## src/logic/lmx_pkg.sv

```systemverilog
// constants, types and register map for the legacy mode exit and io check unit
package lmx_pkg;
  localparam int unsigned LMX_ADDR_W = 12;
  // apb register byte offsets
  localparam logic [11:0] LMX_REG_CTRL = 12'h000;
  localparam logic [11:0] LMX_REG_STAT = 12'h004;
  localparam logic [11:0] LMX_REG_MASK = 12'h008;
  localparam logic [11:0] LMX_REG_MODE = 12'h00c;
  localparam logic [11:0] LMX_REG_FLAGS = 12'h010;
  // flags register field positions
  localparam int unsigned LMX_FLAG_TRAP = 8;
  localparam int unsigned LMX_FLAG_IE = 9;
  localparam int unsigned LMX_FLAG_IO_PRIVILEGE_LEVEL_LO = 12;
  localparam int unsigned LMX_FLAG_NT = 14;
  localparam int unsigned LMX_FLAG_RESUME = 16;
  localparam int unsigned LMX_FLAG_EMU = 17;
  // control register bit zero of the mode extension enable
  localparam int unsigned LMX_CTRL_MEE = 0;
  localparam logic [1:0] LMX_USER_PL = 2'h3;
  localparam logic [1:0] LMX_SUPER_PL = 2'h0;
  localparam logic [31:0] LMX_FLAGS_RESET = 32'h0000_0002;
  // sticky event bits
  localparam int unsigned LMX_EV_GP = 0;
  localparam int unsigned LMX_EV_PF = 1;
  localparam int unsigned LMX_EV_PORT = 2;
  localparam int unsigned LMX_EV_EXIT = 3;
  localparam int unsigned LMX_EV_ENTER = 4;
  localparam int unsigned LMX_EV_W = 5;
  typedef enum logic [2:0] {
    LMX_OP_NONE, LMX_OP_CLI, LMX_OP_STI, LMX_OP_PUSH_FLAGS_OP, LMX_OP_POP_FLAGS_OP,
    LMX_OP_SWINT, LMX_OP_INTERRUPT_RETURN_OP, LMX_OP_HALT
  } lmx_op_t;
  typedef enum logic [1:0] {LMX_REAL, LMX_PROT, LMX_EMU} lmx_mode_t;
endpackage : lmx_pkg

```

## src/logic/lmx_port_check.sv

```systemverilog
// port permission decision for one io access
`timescale 1ns/10ps
`default_nettype none
module lmx_port_check #(
  parameter int unsigned PORT_W = 4
) (
  input wire logic emu,
  input wire logic [1:0] current_privilege_level,
  input wire logic [1:0] io_privilege_level,
  input wire logic [PORT_W-1:0] port,
  input wire logic [(1<<PORT_W)-1:0] bitmap,
  output logic fault
);
  import lmx_pkg::*;
  always_comb begin
    if (emu) begin
      fault = bitmap[port]; // [RQ13] [RQ12]
    end else if (current_privilege_level <= io_privilege_level) begin
      fault = 1'b0; // [RQ14]
    end else begin
      fault = bitmap[port];
    end
  end
endmodule // lmx_port_check
`default_nettype wire

```

## src/logic/lmx_unit.sv

```systemverilog
// legacy emulation mode exit, sensitive instruction and io permission checks
`timescale 1ns/10ps
`default_nettype none
// Behaviour
// [RQ1] leave emulation only on interrupt or exception
// [RQ2] suspend interrupt enters protected mode via gate
// [RQ3] task switch reloads whole flags register
// [RQ4] new task emulated exactly when emulation flag
// [RQ5] handler return with flag resumes emulation
// [RQ6] unredirected software interrupt raises protection fault
// [RQ7] mode extension lets software interrupts redirect
// [RQ8] reset or init exits to real mode
// [RQ9] halt in emulation raises protection fault
// [RQ10] sensitive ops fault when io level below three
// [RQ11] privilege held at three while emulating
// [RQ12] port ops skip io level check
// [RQ13] emulated port access checked against bitmap
// [RQ14] protected port allowed when privilege within level
// [RQ15] not-present page access raises page fault
// [RQ16] gate entry clears emulation nested resume trap
// [RQ17] short segment task switch clears emulation flag
module lmx_unit #(
  parameter int unsigned PORT_W = 4
) (
  input wire logic REF_CLK,
  input wire logic SYS_RST,
  input wire logic INIT_PIN,
  input wire logic HW_INT,
  input wire logic HW_INT_SUSPEND,
  input wire logic INT_GATE_TASK,
  input wire logic INT_GATE_IE,
  input wire logic OP_VALID,
  input wire lmx_pkg::lmx_op_t OP,
  input wire logic SWINT_REDIRECT,
  input wire logic PORT_VALID,
  input wire logic [PORT_W-1:0] PORT_ADDR,
  input wire logic [(1<<PORT_W)-1:0] PORT_BITMAP,
  input wire logic MEM_VALID,
  input wire logic MEM_PRESENT,
  input wire logic TASK_SWITCH,
  input wire logic TASK_SHORT_SEG,
  input wire logic [31:0] TASK_FLAGS,
  input wire logic HANDLER_RETURN,
  input wire logic [31:0] RETURN_FLAGS,
  input wire logic PSEL,
  input wire logic PENABLE,
  input wire logic PWRITE,
  input wire logic [11:0] PADDR,
  input wire logic [31:0] PWDATA,
  output logic [31:0] PRDATA,
  output logic PREADY,
  output logic PSLVERR,
  output logic GP_FAULT,
  output logic PAGE_FAULT,
  output logic SWINT_LOCAL,
  output lmx_pkg::lmx_mode_t MODE,
  output logic [1:0] CURRENT_PRIVILEGE_LEVEL,
  output logic [31:0] FLAGS,
  output logic IRQ
);
  import lmx_pkg::*;
  logic init_s1, init_s2, hw_s1, hw_s2, susp_s1, susp_s2;
  lmx_mode_t mode, next_mode;
  logic [31:0] flags, next_flags;
  logic [1:0] current_privilege_level, next_cpl;
  logic [31:0] ctrl, next_ctrl;
  logic [LMX_EV_W-1:0] stat, next_stat, mask, next_mask, ev;
  logic gp, next_gp, pf, next_pf, swl, next_swl;
  logic [31:0] prdata, next_prdata;
  logic emu, io_fault, sens, wr, rd, hit;
  logic [1:0] io_privilege_level;

  // pins from another domain pass two flops before use
  always_ff @(posedge REF_CLK or posedge SYS_RST) begin
    if (SYS_RST) begin
      init_s1 <= 1'b0;
      init_s2 <= 1'b0;
      hw_s1 <= 1'b0;
      hw_s2 <= 1'b0;
      susp_s1 <= 1'b0;
      susp_s2 <= 1'b0;
    end else begin
      init_s1 <= INIT_PIN;
      init_s2 <= init_s1;
      hw_s1 <= HW_INT;
      hw_s2 <= hw_s1;
      susp_s1 <= HW_INT_SUSPEND;
      susp_s2 <= susp_s1;
    end
  end

  assign emu = (mode == LMX_EMU);
  assign io_privilege_level = flags[LMX_FLAG_IO_PRIVILEGE_LEVEL_LO +: 2];

  lmx_port_check #(.PORT_W(PORT_W)) u_port (
    .emu(emu),
    .current_privilege_level(current_privilege_level),
    .io_privilege_level(io_privilege_level),
    .port(PORT_ADDR),
    .bitmap(PORT_BITMAP),
    .fault(io_fault)
  );

  assign wr = PSEL && PENABLE && PWRITE;
  assign rd = PSEL && !PENABLE && !PWRITE;
  assign hit = (PADDR == LMX_REG_CTRL) || (PADDR == LMX_REG_STAT)
    || (PADDR == LMX_REG_MASK) || (PADDR == LMX_REG_MODE) || (PADDR == LMX_REG_FLAGS);

  always_comb begin
    next_mode = mode;
    next_flags = flags;
    next_cpl = current_privilege_level;
    next_gp = 1'b0;
    next_pf = 1'b0;
    next_swl = 1'b0;
    ev = '0;
    sens = 1'b0;
    if (OP_VALID) begin
      case (OP)
        LMX_OP_CLI, LMX_OP_STI, LMX_OP_PUSH_FLAGS_OP, LMX_OP_POP_FLAGS_OP, LMX_OP_INTERRUPT_RETURN_OP: sens = 1'b1;
        default: sens = 1'b0;
      endcase
    end
    if (init_s2) begin
      next_mode = LMX_REAL; // [RQ8]
      next_flags = LMX_FLAGS_RESET;
      next_cpl = LMX_SUPER_PL;
      ev[LMX_EV_EXIT] = emu;
    end else if (TASK_SWITCH) begin
      next_flags = TASK_FLAGS; // [RQ3]
      if (TASK_SHORT_SEG) begin
        next_flags[31:16] = 16'h0000; // [RQ17]
      end
      // [RQ4]
      next_mode = (next_flags[LMX_FLAG_EMU]) ? LMX_EMU : LMX_PROT;
      next_cpl = (next_flags[LMX_FLAG_EMU]) ? LMX_USER_PL : LMX_SUPER_PL;
      ev[LMX_EV_EXIT] = emu && !next_flags[LMX_FLAG_EMU];
      ev[LMX_EV_ENTER] = !emu && next_flags[LMX_FLAG_EMU];
    end else if (HANDLER_RETURN && mode == LMX_PROT) begin
      next_flags = RETURN_FLAGS; // [RQ5]
      next_mode = RETURN_FLAGS[LMX_FLAG_EMU] ? LMX_EMU : LMX_PROT;
      next_cpl = RETURN_FLAGS[LMX_FLAG_EMU] ? LMX_USER_PL : current_privilege_level;
      ev[LMX_EV_ENTER] = RETURN_FLAGS[LMX_FLAG_EMU];
    end else if (emu) begin
      // faults and interrupts are the only exits
      if (OP_VALID && OP == LMX_OP_HALT) begin
        next_gp = 1'b1; // [RQ9]
      end else if (sens && io_privilege_level < LMX_USER_PL) begin
        next_gp = 1'b1; // [RQ10]
      end else if (OP_VALID && OP == LMX_OP_SWINT) begin
        if (ctrl[LMX_CTRL_MEE] && SWINT_REDIRECT) begin
          next_swl = 1'b1; // [RQ7]
        end else begin
          next_gp = 1'b1; // [RQ6]
        end
      end
      if (PORT_VALID && io_fault) begin
        next_gp = 1'b1; // [RQ13]
        ev[LMX_EV_PORT] = 1'b1;
      end
      if (MEM_VALID && !MEM_PRESENT) begin
        next_pf = 1'b1; // [RQ15]
      end
      if (next_gp || next_pf || hw_s2 || susp_s2) begin
        next_mode = LMX_PROT; // [RQ1] [RQ2]
        next_cpl = LMX_SUPER_PL;
        if (!INT_GATE_TASK) begin
          // [RQ16]
          next_flags[LMX_FLAG_EMU] = 1'b0;
          next_flags[LMX_FLAG_NT] = 1'b0;
          next_flags[LMX_FLAG_RESUME] = 1'b0;
          next_flags[LMX_FLAG_TRAP] = 1'b0;
          if (INT_GATE_IE) begin
            next_flags[LMX_FLAG_IE] = 1'b0;
          end
        end
        ev[LMX_EV_EXIT] = 1'b1;
      end else begin
        next_cpl = LMX_USER_PL; // [RQ11]
      end
    end else if (PORT_VALID && io_fault) begin
      next_gp = 1'b1; // [RQ14]
      ev[LMX_EV_PORT] = 1'b1;
    end
    ev[LMX_EV_GP] = next_gp;
    ev[LMX_EV_PF] = next_pf;
    next_ctrl = ctrl;
    next_mask = mask;
    if (wr && PADDR == LMX_REG_CTRL) begin
      next_ctrl = PWDATA;
    end
    if (wr && PADDR == LMX_REG_MASK) begin
      next_mask = PWDATA[LMX_EV_W-1:0];
    end
    // set wins over a same-cycle write-one clear
    next_stat = stat;
    if (wr && PADDR == LMX_REG_STAT) begin
      next_stat = stat & ~PWDATA[LMX_EV_W-1:0];
    end
    next_stat = next_stat | ev;
    next_prdata = prdata;
    if (rd) begin
      case (PADDR)
        LMX_REG_CTRL: next_prdata = ctrl;
        LMX_REG_STAT: next_prdata = {{(32-LMX_EV_W){1'b0}}, stat};
        LMX_REG_MASK: next_prdata = {{(32-LMX_EV_W){1'b0}}, mask};
        LMX_REG_MODE: next_prdata = {28'h0000000, current_privilege_level, mode};
        LMX_REG_FLAGS: next_prdata = flags;
        default: next_prdata = 32'h0000_0000;
      endcase
    end
  end

  always_ff @(posedge REF_CLK or posedge SYS_RST) begin
    if (SYS_RST) begin
      mode <= LMX_REAL; // [RQ8]
      flags <= LMX_FLAGS_RESET;
      current_privilege_level <= LMX_SUPER_PL;
      ctrl <= 32'h0000_0000;
      stat <= '0;
      mask <= '0;
      gp <= 1'b0;
      pf <= 1'b0;
      swl <= 1'b0;
      prdata <= 32'h0000_0000;
    end else begin
      mode <= next_mode;
      flags <= next_flags;
      current_privilege_level <= next_cpl;
      ctrl <= next_ctrl;
      stat <= next_stat;
      mask <= next_mask;
      gp <= next_gp;
      pf <= next_pf;
      swl <= next_swl;
      prdata <= next_prdata;
    end
  end

  // setup cycle latches read data, so access completes at once
  assign PREADY = 1'b1;
  assign PSLVERR = PSEL && PENABLE && !hit;
  assign PRDATA = prdata;
  assign GP_FAULT = gp;
  assign PAGE_FAULT = pf;
  assign SWINT_LOCAL = swl;
  assign MODE = mode;
  assign CURRENT_PRIVILEGE_LEVEL = current_privilege_level;
  assign FLAGS = flags;
  assign IRQ = |(stat & mask);

  chk_halt_faults: assert property (@(posedge REF_CLK) disable iff (SYS_RST) // [RQ9]
    (emu && OP_VALID && OP == LMX_OP_HALT && !init_s2 && !TASK_SWITCH) |=> GP_FAULT)
    else $error("halt did not fault");
  chk_emu_cpl_three: assert property (@(posedge REF_CLK) disable iff (SYS_RST) // [RQ11]
    (MODE == LMX_EMU) |-> (CURRENT_PRIVILEGE_LEVEL == LMX_USER_PL))
    else $error("cpl not three while emulating");
  chk_init_real: assert property (@(posedge REF_CLK) disable iff (SYS_RST) // [RQ8]
    init_s2 |=> (MODE == LMX_REAL))
    else $error("init did not enter real mode");
  chk_exit_cause: assert property (@(posedge REF_CLK) disable iff (SYS_RST) // [RQ1]
    ($past(mode) == LMX_EMU && mode == LMX_PROT) |-> ($past(next_gp) || $past(next_pf)
      || $past(hw_s2) || $past(susp_s2) || $past(TASK_SWITCH)))
    else $error("emulation left without cause");
  chk_switch_mode: assert property (@(posedge REF_CLK) disable iff (SYS_RST) // [RQ4]
    (TASK_SWITCH && !init_s2 && !TASK_SHORT_SEG) |=>
      ((MODE == LMX_EMU) == FLAGS[LMX_FLAG_EMU]))
    else $error("task mode does not follow flag");
  chk_short_seg: assert property (@(posedge REF_CLK) disable iff (SYS_RST) // [RQ17]
    (TASK_SWITCH && !init_s2 && TASK_SHORT_SEG) |=> (MODE != LMX_EMU))
    else $error("short segment kept emulation");
  chk_sens_fault: assert property (@(posedge REF_CLK) disable iff (SYS_RST) // [RQ10]
    (emu && sens && io_privilege_level < LMX_USER_PL && !init_s2 && !TASK_SWITCH) |=> GP_FAULT)
    else $error("sensitive op did not fault");
  chk_page_fault: assert property (@(posedge REF_CLK) disable iff (SYS_RST) // [RQ15]
    (emu && MEM_VALID && !MEM_PRESENT && !init_s2 && !TASK_SWITCH) |=> PAGE_FAULT)
    else $error("missing page fault");
  chk_redirect: assert property (@(posedge REF_CLK) disable iff (SYS_RST) // [RQ7]
    SWINT_LOCAL |-> (ctrl[LMX_CTRL_MEE] && MODE == LMX_EMU))
    else $error("redirect without mode extension");
  chk_gate_clear: assert property (@(posedge REF_CLK) disable iff (SYS_RST) // [RQ16]
    ($past(mode) == LMX_EMU && mode == LMX_PROT && !$past(INT_GATE_TASK)
      && !$past(TASK_SWITCH)) |-> (!FLAGS[LMX_FLAG_EMU] && !FLAGS[LMX_FLAG_TRAP]))
    else $error("gate entry kept flags");
  cov_enter: cover property (@(posedge REF_CLK) disable iff (SYS_RST) stat[LMX_EV_ENTER]);
  cov_gp: cover property (@(posedge REF_CLK) disable iff (SYS_RST) GP_FAULT);
  cov_local: cover property (@(posedge REF_CLK) disable iff (SYS_RST) SWINT_LOCAL);
  cov_irq: cover property (@(posedge REF_CLK) disable iff (SYS_RST) IRQ);
endmodule // lmx_unit
`default_nettype wire

```

## config.mk

```make
export PLATFORM = sky130hd
export DESIGN_NAME = lmx_unit
export DESIGN_NICKNAME = d
export VERILOG_FILES = /design/src/logic/lmx_pkg.sv /design/src/logic/lmx_port_check.sv /design/src/logic/lmx_unit.sv
export SDC_FILE = /design/constraint.sdc
export NUM_CORES = 1
export LEC_CHECK = 0
export BUFFER_PORTS_ARGS = -buffer_cell sky130_fd_sc_hd__buf_2
export CAP_MARGIN = 20
export CORE_MARGIN = 4
export CORE_UTILIZATION = 44
export DETAILED_ROUTE_END_ITERATION = 6
export PLACE_DENSITY = 0.76
export SLEW_MARGIN = 30
export SYNTH_ARGS = -nofsm -noshare
export SYNTH_HDL_FRONTEND = slang
export SYNTH_HIERARCHICAL = 1
export SYNTH_SLANG_ARGS = --single-unit
```

## constraint.sdc

```tcl
create_clock -name REF_CLK -period 3.7 [get_ports REF_CLK]
set_input_delay 0.74 -clock REF_CLK [delete_from_list [all_inputs] [get_ports REF_CLK]]
set_output_delay 0.74 -clock REF_CLK [all_outputs]
set_load 0.02 [all_outputs]
```

Word level (Yosys, flattened, before mapping)
Index checks and enable logic that the tools add are counted.
{"block": "word_totals", "regBits": 119, "input_bits": 149, "output_inout_bits": 74, "elab_cells": 165}
{"block": "op_classes", "magnitude_cmp": 3, "eq_ne": 15, "mux": 84, "bitwise": 4, "reduce_logical": 41}
{"operator": "$pmux W32 S5", "n": 1}
{"operator": "$mux W32", "n": 2}
{"operator": "$mux W1", "n": 49}
{"operator": "$mux W16", "n": 3}
{"operator": "$mux W2", "n": 24}
{"operator": "$eq A12 B4 Y1 const B", "n": 2}
{"operator": "$logic_and A1 B1 Y1", "n": 17}
{"operator": "$mux W14", "n": 1}
{"operator": "$eq A12 B3 Y1 const B", "n": 1}
{"operator": "$eq A12 B5 Y1 const B", "n": 1}
{"operator": "$eq A3 B3 Y1 const B", "n": 4}
{"operator": "$logic_not A12 Y1", "n": 1}
{"operator": "$reduce_bool A4 Y1", "n": 3}
{"operator": "$and A5 B5 Y5", "n": 2}
{"operator": "$reduce_or A5 Y1", "n": 2}
{"operator": "$mux W8", "n": 1}
{"operator": "$logic_or A1 B1 Y1", "n": 7}
{"operator": "$eq A3 B2 Y1 const B", "n": 2}
{"operator": "$logic_not A1 Y1", "n": 6}
{"operator": "$lt A4 B5 Y1 const B", "n": 1}
{"operator": "$mux W5", "n": 1}
{"operator": "$not A5 Y5", "n": 1}
{"operator": "$or A5 B5 Y5", "n": 1}
{"operator": "$bmux W1 S4", "n": 1}
{"operator": "12 further kinds", "n": 13}

Depth between registers and ports, before layout
Gate-level depths: netlist of the first run.
{"block": "depth", "ltp_word": 21, "mapped_depth": 10, "mapped_depth_nobuf": 10}

Cells and area by module
The synthesis of the first run kept the hierarchy.
{"module": "lmx_unit", "instances": 1, "cells_each": 503, "area_per_inst_um2": 5378.9, "seq_area_each_um2": 2954.1}
{"module": "lmx_port_check", "instances": 1, "cells_each": 28, "area_per_inst_um2": 216.5, "seq_area_each_um2": 0.0}

Worst setup path before layout of the first run
OpenSTA, ideal clock, no wires.
{"block": "synth_timing", "kind": "input port to output port", "start": "input PADDR[1]", "end": "output PSLVERR", "arrival_ps": 1824, "required_ps": 2960, "path_slack_ps": 1136, "stages": 3, "n_path_buf": 0, "path_cell_list": "or4_4 nor3_4 a21oi_1"}
{"block": "synth_between", "elab_chain_cells": 7, "elab_cells_between_ends": 11, "classes_between": "eq/ne: 4; reduce/logical: 7"}
{"element": "from (decl)", "line_no": "lmx_unit.sv:48", "text": "input wire logic [11:0] PADDR,"}
{"element": "$eq A12 B3 Y1 / $logic_not A12 Y1 (equally long branches)", "line_no": "lmx_unit.sv:106", "text": "assign hit = (PADDR == LMX_REG_CTRL) || (PADDR == LMX_REG_STAT)"}
{"element": "$logic_or A1 B1 Y1", "line_no": "lmx_unit.sv:106"}
{"element": "$logic_or A1 B1 Y1 (2 in a row)", "line_no": "lmx_unit.sv:107", "text": "|| (PADDR == LMX_REG_MASK) || (PADDR == LMX_REG_MODE) || (PADDR == LMX_REG_FLAGS);"}
{"element": "$logic_or A1 B1 Y1 (*)", "line_no": "lmx_unit.sv:107"}
{"element": "$logic_not A1 Y1 (*)", "line_no": "lmx_unit.sv:242", "text": "assign PSLVERR = PSEL && PENABLE && !hit;"}
{"element": "$logic_and A1 B1 Y1 (*)", "line_no": "lmx_unit.sv:242"}
{"element": "to (decl)", "line_no": "lmx_unit.sv:52", "text": "output logic PSLVERR,"}
Mark *: on every way between the ends. The rest lies on a longest branch, timed or not.

Worst setup path in the final report of the first run
Ends and elaborated chain as after synthesis.

==> out/qor.yml, run 1 <==
run_status:
  outcome: "completed"
synth:
  synth_area_leaders: "dfrtp_1 (52%), mux2_1 (7.4%), a22oi_1 (5.9%), nand2_1 (5.7%), o21ai_1 (2.7%)"
  syn-num-nets: 682
  yosysSeqAreaShare_pct: 52.8
  yosysWarnings: 6
  ys_types: 54
  synthCells: 531
  syn_area_um2: 5600
  ys_seq_elements: 118
  syn_avg_cell_area_um2: 10.5
  synth_top_area_share_pct: 52.3
  synth_top_cell_by_area: "dfrtp_1"
  synthFlopType: "dfrtp_1"
  async_flop_share_pct: 100
  synth-edff-count: 0
drt:
  wl_met1_um: 7090
  highest_layer: "met5"
  drc: 0
  wl_per_cell_um: 18.6
  drt_iter0_markers: 367
  vias: 5084
  wl_met3_um: 1160
  dr.pass1.iters: 6
  antenna_left: 0
  drt-total-wl_um: 17300
  vias_per_cell: 5.49
  route.met2.wl_um: 8640
place:
  placed_cells: 893
  port_buffers: 221
  place_hpwl_um: 13000
  place.gp.congestion: 0.895
pwr:
  p_leak_nw: 3.78
  pwr-share-comb_pct: 11.6
  swShare_pct: 24.3
  peakVddDrop_mv: 0.237
  switchingPower_mw: 0.846
  power_density_nw_per_um2: 465
  pwr-share-seq_pct: 40.1
  power.internal_mw: 2.63
  clkPwrFrac_pct: 48.3
timing:
  setup_tns_ns: 0
  rsz0062_at_grt: "no"
  max_freq_mhz: 350
  post-route-min-period_ns: 2.85
  worst_pin_slew_ns: 0.806
  min_period_over_period_pct: 77.2
  relSlewSlack_pct: 46.3
  setup_viol: 0
  finalMaxSlewViolations: 0
  skew_ns: 0.00755
  hold_viol: 0
critical_path:
  crit_path_max_fanout: 10
  cp-start-kind: "input pin"
  worstReg2RegEnd: "FLAGS[17]"
  regToRegSetupSlack_ns: 1.00
  r2r_start: "FLAGS[13]"
  worst_ep_arrival_time_ns: 2.11
  cp.required_ns: 2.96
  critical_path_class: "in -> out"
  setup.worst_path.end_class: "output pin"
  worstRegToRegCells: 10
grt:
  grtUsageTotal_pct: 24.0
  grt_max_degree: 50
  globalRoute.totalOverflow: 0
  grt_pass1_vias: 5322
  antenna_found_initial: 1
  grt_pass1_wl_um: 27200
cts:
  cts_root_buf: "clkbuf_16"
  cts_hold_buf: 0
  clock_latency_ns: 0.41
  cts_max_path_buffers: 2
  h-tree-depth: 4
  cts_resized: 0
  cts_tree: "yes"
  cts.sinks: 118
  clkTransAtPathRegs_ns: 0.05
  cts_made_buffers: 17
  cts_setup_buffers: 0
cells_and_area:
  final_cell_mix: "buf_2 (221), dfrtp_1 (117), nand2_1 (85), a22oi_1 (44), mux2_1 (37)"
  final_common_cell: "buf_2"
  fin_cells: 926
  area_growth_pct: 33.4
  finalNetCount: 896
  multi_input_area_um2: 2400
  seq_area_um2: 2950
  fill_cells: 1028
  n_antenna_cell: 0
  drive_gt1_share_pct: 36.8
hold_path:
  hold_class: "in -> async"
floorplan:
  start_util_pct: 45.8
  num_io_pins: 223
  rows: 40
  fp.dieH_um: 121
  die_area_um2: 14600
  fp.dieW_um: 121
  core_um2: 12200
run:
  cap_viol_max_count: 0
==> worst max-delay path: stages <==
cell	delay, ns
buf_2	0.10
or4_4	0.58
nor3_4	0.39
a21oi_1	0.11
buf_2	0.18
==> worst max-delay path by stage <==
stage	start	end	slack, ns
2_1_floorplan	PADDR[1]	PSLVERR	1.14
3_3_place_gp	PADDR[1]	PRDATA[6]	0.87
3_5_place_dp	PADDR[1]	PRDATA[16]	0.78
4_1_cts	PADDR[1]	PSLVERR	0.86
5_1_grt	MODE[0]	FLAGS[17]	0.76
6_report	PADDR[1]	PSLVERR	0.85
==> power groups by stage <==
stage               logic [mW]  clock network (mW)  registers, mW
floorplan                0.183                   0           1.44
global placement         0.390                   0           1.41
detailed placement       0.401                   0           1.41
CTS                      0.402                1.70           1.39
global route             0.442                1.77           1.40
finish                   0.402                1.68           1.39
==> logic make-up after synthesis <==
kind of cell	count (synthesis)	synth area share, %
compound gates	151	17.8
fa+ha+maj	2	0.447
buf+inv	49	4.43
flops	118	52.8
mux	55	11.0
other cells	1	0.0670
simple gates	155	13.5
==> per-stage QoR <==
stage	total power [mW]	cell area [um^2]	hold slack (ns)	utilization, %	setup WS, ns
floorplan	1.62	5600	0.331	-	1.14
global placement	1.80	6830	0.332	56.0	0.866
CTS	3.49	7440	0.348	61.0	0.864
finish	3.47	7470	0.282	61.1	0.845
detailed placement	1.82	6830	0.336	56.0	0.781
global route	3.61	7470	0.292	61.1	0.757
==> Yosys cell counts (2+ instances only) <==
cell type / number
ha_1: 2
a311oi_1: 13
nand3b_1: 6
o21ai_1: 30
mux2_1: 37
a21oi_1: 10
o22ai_1: 9
buf_1: 4
a22oi_1: 44
nor2_1: 24
mux2i_1: 14
a32oi_1: 2
clkbuf_1: 20
buf_2: 3
and3_1: 4
and3b_1: 2
nor2b_1: 2
nor4_4: 2
nand3_1: 9
or3_1: 4
o21ai_0: 25
or3b_2: 2
nand2_1: 85
inv_1: 12
nor3_1: 2
a21o_1: 3
mux2_2: 2
nand2b_1: 5
o22a_1: 3
a211oi_1: 3
dfrtp_1: 117
buf_6: 6
buf_4: 4
==> routing by layer <==
metal	global-route usage, %	vias up
met4	8.36	2
li1	-	2366
met5	0	-
met2	40.7	218
met1	29.9	2465
met3	6.22	33
==> layout make-up <==
type,instances,area share (%)
well taps,168,2.82
flip-flops and latches,118,39.6
multi-input cells,364,32.2
clock buffers,23,6.54
clock inverters,9,1.64
repair buffers,232,16.6
inverters,12,0.654
==> sequential cells by signal (all words and copies together), names as in the netlist, 2 cells and up <==
name    cells
FLAGS      32
MODE        2
PRDATA     32
ctrl       32
mask        5
stat        5
Power figures use the tool's default switching activity.
==> inputs of run 2 (changes only) <==
- clock period: 3.7 -> 2.4 ns (I/O delays scaled with it)
==> out/qor.yml, run 2 (synthesis results as in run 1) <==
timing:
  finalMaxSlewViolations: 0
  worst_pin_slew_ns: 0.716
  setup_tns_ns: 0
  setup_viol: 0
  relSlewSlack_pct: 52.3
  post-route-min-period_ns: 2.27
  max_freq_mhz: 441
  min_period_over_period_pct: 94.5
  rsz0062_at_grt: "no"
  skew_ns: 0.00691
  setup_ws_ns: 0.131
  hold_viol: 0
critical_path:
  worstReg2RegEnd: "FLAGS[9]"
  crit_path_max_fanout: 5
  worst_ep_arrival_time_ns: 2.55
  r2r_start: "CURRENT_PRIVILEGE_LEVEL[0]"
  cp-start-kind: "register"
  cp.required_ns: 2.68
  regToRegSetupSlack_ns: 0.13
  setup.worst_path.end_class: "register"
  critical_path_class: "reg -> reg"
  worstRegToRegCells: 11
run_status:
  outcome: "completed"
floorplan:
  core_um2: 12200
  num_io_pins: 223
  fp.dieH_um: 121
  fp.dieW_um: 121
  die_area_um2: 14600
  start_util_pct: 45.8
  rows: 40
cts:
  cts_tree: "yes"
  cts_root_buf: "clkbuf_16"
  cts_made_buffers: 17
  h-tree-depth: 4
  clkTransAtPathRegs_ns: 0.05
  cts_resized: 0
  clock_latency_ns: 0.41
  cts.sinks: 118
  cts_setup_buffers: 0
  cts_hold_buf: 0
  cts_max_path_buffers: 2
cells_and_area:
  area_growth_pct: 35.8
  final_common_cell: "buf_2"
  fill_cells: 1042
  drive_gt1_share_pct: 38.1
  finalNetCount: 909
  n_antenna_cell: 0
  final_cell_mix: "buf_2 (221), dfrtp_1 (117), nand2_1 (85), a22oi_1 (44), mux2_1 (37)"
hold_path:
  hold_path_depth: 1
  hp-start: "INIT_PIN"
  hold_path_end: "init_s1"
  hold_class: "in -> reg"
drt:
  antenna_left: 0
  drc: 0
  vias_per_cell: 5.56
  drt_iter0_markers: 402
  vias: 5217
  drt-total-wl_um: 17500
  wl_per_cell_um: 18.6
  dr.pass1.iters: 7
grt:
  grt_max_degree: 119
  globalRoute.totalOverflow: 0
  grtUsageTotal_pct: 24.3
  grt_pass1_wl_um: 27500
  antenna_found_initial: 1
  grt_pass1_vias: 5357
place:
  port_buffers: 221
  place_hpwl_um: 13100
  place.gp.congestion: 0.912
  pre_cts_slack_ns: 0.0543
pwr:
  peakVddDrop_mv: 0.431
  power_density_nw_per_um2: 718
  p_leak_nw: 3.85
  fin_total_pwr_mw: 5.46
run:
  cap_viol_max_count: 0
-- run 2: changes by cell type in the layout (fill, tap and decap cells not counted), sizes merged --
cell,previous run,this run
buf,232,245
clkinvlp,2,4
clkbuf,23,22
clkinv,5,4
-- run 2: routing by layer --
metal / part of all wire [%] / track usage (%)
met3: 8.2 / 7.02
met2: 50 / 39.4
met4: 3.1 / 11.8
met5: 0.052 / 0
met1: 39 / 29.7
-- run 2: power breakdown --
part | total [mW] | internal [mW] | switching, mW
registers | 2.13 | 2.06 | 0.0612
clock network | 2.66 | 1.77 | 0.890
logic | 0.671 | 0.271 | 0.401
total | 5.46 | 4.11 | 1.35
-- run 2: worst max-delay path by stage --
| stage | startpoint | to | slack (ns) |
|---|---|---|---|
| floorplan | CURRENT_PRIVILEGE_LEVEL[0] | FLAGS[17] | 0.18 |
| global route | CURRENT_PRIVILEGE_LEVEL[0] | FLAGS[9] | 0.004 |
| CTS | CURRENT_PRIVILEGE_LEVEL[0] | FLAGS[9] | 0.18 |
| detailed placement | PADDR[1] | ctrl[21] | 0.05 |
| finish | CURRENT_PRIVILEGE_LEVEL[0] | FLAGS[9] | 0.13 |
| global placement | PADDR[1] | ctrl[22] | 0.09 |
-- run 2: layout make-up --
type                    count  area [um^2]  share of cell area, %
flip-flops and latches    118         2950                   38.9
multi-input cells         364         2400                   31.6
repair buffers            245         1350                   17.7
clock buffers              22          494                   6.50
well taps                 168          210                   2.77
clock inverters            10          144                   1.89
inverters                  12         48.8                  0.642
-- run 2: worst max-delay path, stage by stage (launching register included) --
cell	delay [ns]
dfrtp_1	0.38
inv_1	0.06
ha_1	0.29
nand2_1	0.07
a2bb2oi_1	0.22
nand4_1	0.12
o22ai_1	0.16
nand2_1	0.11
o211a_1	0.17
a211oi_1	0.28
buf_4	0.19
o21ai_0	0.09
-- run 2: stage by stage --
step           instances  hold WS (ns)  utilization (%)  area [um^2]
4_1_cts              939         0.153             62.2         7600
6_report             939         0.174             62.2         7600
2_1_floorplan        531         0.331                -         5600
5_1_grt              939         0.153             62.2         7600
3_5_place_dp         907         0.338             57.0         6960
3_3_place_gp         907         0.333             57.0         6960
==> inputs of run 3 (changes only) <==
- PLACE_DENSITY: 0.76 -> 0.77
- SYNTH_HIERARCHICAL: 1 -> default
==> out/qor.yml, run 3 <==
cts:
  cts.sinks: 118
  cts_tree: "yes"
  cts_made_buffers: 17
  h-tree-depth: 4
  cts_root_buf: "clkbuf_16"
  clock_latency_ns: 0.41
  cts_setup_buffers: 0
  cts_resized: 0
  cts_hold_buf: 0
  clkTransAtPathRegs_ns: 0.05
  cts_max_path_buffers: 2
floorplan:
  rows: 40
  fp.dieW_um: 120
  core_um2: 12200
  die_area_um2: 14400
  start_util_pct: 45.4
  num_io_pins: 223
  fp.dieH_um: 120
synth:
  ys_seq_elements: 118
  async_flop_share_pct: 100
  yosysWarnings: 0
  synth_area_leaders: "dfrtp_1 (53%), mux2_2 (7.6%), nand2_1 (5.6%), a22oi_1 (4.1%), a21oi_1 (2.6%)"
  synth_top_cell_by_area: "dfrtp_1"
  synth-edff-count: 0
  synth_top_area_share_pct: 53.1
  synthCells: 531
  yosysSeqAreaShare_pct: 53.5
  ys_types: 51
  syn_avg_cell_area_um2: 10.4
  yosysMostFrequentCell: "dfrtp_1"
  syn_area_um2: 5520
  ys_top_cells_by_count: "dfrtp_1 (117), nand2_1 (83), nor2_1 (38), mux2_2 (37), a22oi_1 (30)"
  synthFlopType: "dfrtp_1"
  syn-num-nets: 682
critical_path:
  crit_family: "simple AND/OR/NAND/NOR gates"
  worstPathCellList: "buf_2 -> nor4_2 -> nand3_2 -> nor4b_4 -> nor3_1 -> buf_2"
  cp-start-kind: "input pin"
  regToRegSetupSlack_ns: 0.38
  critPathMaxStageDelay_ns: 0.29
  crit_start: "PADDR[10]"
  critical_path.most_common_cell: "buf_2"
  critical_path_class: "in -> out"
  setup.worst_path.end_class: "output pin"
  r2r_start: "FLAGS[13]"
  cp_slowest_cell: "nor4_2"
  cp.required_ns: 1.92
  worstRegToRegCells: 7
  crit_path_max_fanout: 3
  worst-path-buf-inv: 2
  worstReg2RegEnd: "stat[3]"
  worst_ep_arrival_time_ns: 1.63
timing:
  hold_ws_ns: 0.112
  worst_pin_slew_ns: 0.629
  post-route-min-period_ns: 2.11
  skew_ns: 0.00374
  setup_ws_ns: 0.288
  finalMaxSlewViolations: 0
  hold_viol: 0
  relSlewSlack_pct: 58.0
  setup_viol: 0
  min_period_over_period_pct: 88.0
  max_freq_mhz: 473
  rsz0062_at_grt: "no"
  setup_tns_ns: 0
place:
  place_hpwl_um: 13000
  port_buffers: 221
  place.gp.congestion: 0.927
  pre_cts_slack_ns: 0.178
grt:
  globalRoute.totalOverflow: 0
  grt_pass1_vias: 5273
  grt_max_degree: 60
  grtUsageTotal_pct: 24.4
  grt_pass1_wl_um: 27200
  antenna_found_initial: 0
cells_and_area:
  final_cell_mix: "buf_2 (221), dfrtp_1 (117), nand2_1 (83), nor2_1 (37), mux2_2 (37)"
  n_antenna_cell: 0
  area_growth_pct: 35.7
  finalNetCount: 908
  fill_cells: 1003
  drive_gt1_share_pct: 42.1
  final_common_cell: "buf_2"
drt:
  vias: 5208
  drc: 0
  vias_per_cell: 5.56
  antenna_left: 0
  wl_per_cell_um: 18.7
  drt-total-wl_um: 17500
  drt_iter0_markers: 514
  dr.pass1.iters: 7
pwr:
  peakVddDrop_mv: 0.661
  p_leak_nw: 3.76
  power_density_nw_per_um2: 714
run_status:
  outcome: "completed"
run:
  cap_viol_max_count: 0
hold_path:
  hold_class: "in -> async"
==> run 3: changes by cell type in the layout (fill, tap and decap cells not counted), sizes merged, moves of 12 or more <==
| cell | change |
|---|---|
| a21oi | +19 |
| a221oi | +15 |
| a22oi | -14 |
| a311oi | -12 |
| nor2 | +15 |
| nor3 | +13 |
| o21ai | -13 |
==> run 3: routing by layer <==
metal  vias to the layer above  share of wire, %  GRT usage [%]
met5                         -                 0              0
met4                         0               2.6           11.0
met3                        35               8.4           6.74
met2                       276                50           39.6
met1                      2519                39           30.6
li1                       2378                 -              -
==> run 3: how the worst max path moves through the flow <==
stage	end	slack, ns	depth (start not counted)
6_report	PSLVERR	0.29	6
4_1_cts	PSLVERR	0.28	6
3_5_place_dp	PRDATA[26]	0.18	8
5_1_grt	PSLVERR	0.21	6
3_3_place_gp	stat[3]	0.23	7
2_1_floorplan	PSLVERR	0.27	5
==> run 3: logic make-up after synthesis <==
kind of cell | count (synthesis) | share of synthesized area [%]
and+or+nand+nor | 174 | 15.0
AOI/OAI and AO/OA | 147 | 17.7
DFF | 118 | 53.5
muxes | 48 | 10.0
buffers and inverters | 41 | 3.15
adders and majority gates | 2 | 0.454
other | 1 | 0.0680
==> run 3: layout make-up <==
type                            count  area, um^2  area share, %
Clock buffer                       23         498           6.65
Tap cell                          168         210           2.81
Clock inverter                      8         120           1.60
Inverter                            6        26.3          0.351
Timing Repair Buffer              242        1290           17.2
Multi-Input combinational cell    372        2390           31.9
Sequential cell                   118        2950           39.4
==> run 3: power breakdown <==
part / switching, mW / leakage (nW) / internal (mW)
sequential: 0.0748 / 1.59 / 2.06
clock: 0.855 / 0.301 / 1.76
combinational: 0.346 / 1.87 / 0.248
total: 1.28 / 3.76 / 4.07
==> run 3: through the flow <==
step,util [%],cell area (um^2),power (mW),cells
final,61.6,7490,5.34,937
after global routing,61.6,7490,5.55,937
after CTS,61.6,7490,5.39,937
after detailed placement,56.5,6870,2.76,906
after global placement,56.5,6870,2.74,906
after floorplan,-,5520,2.46,531
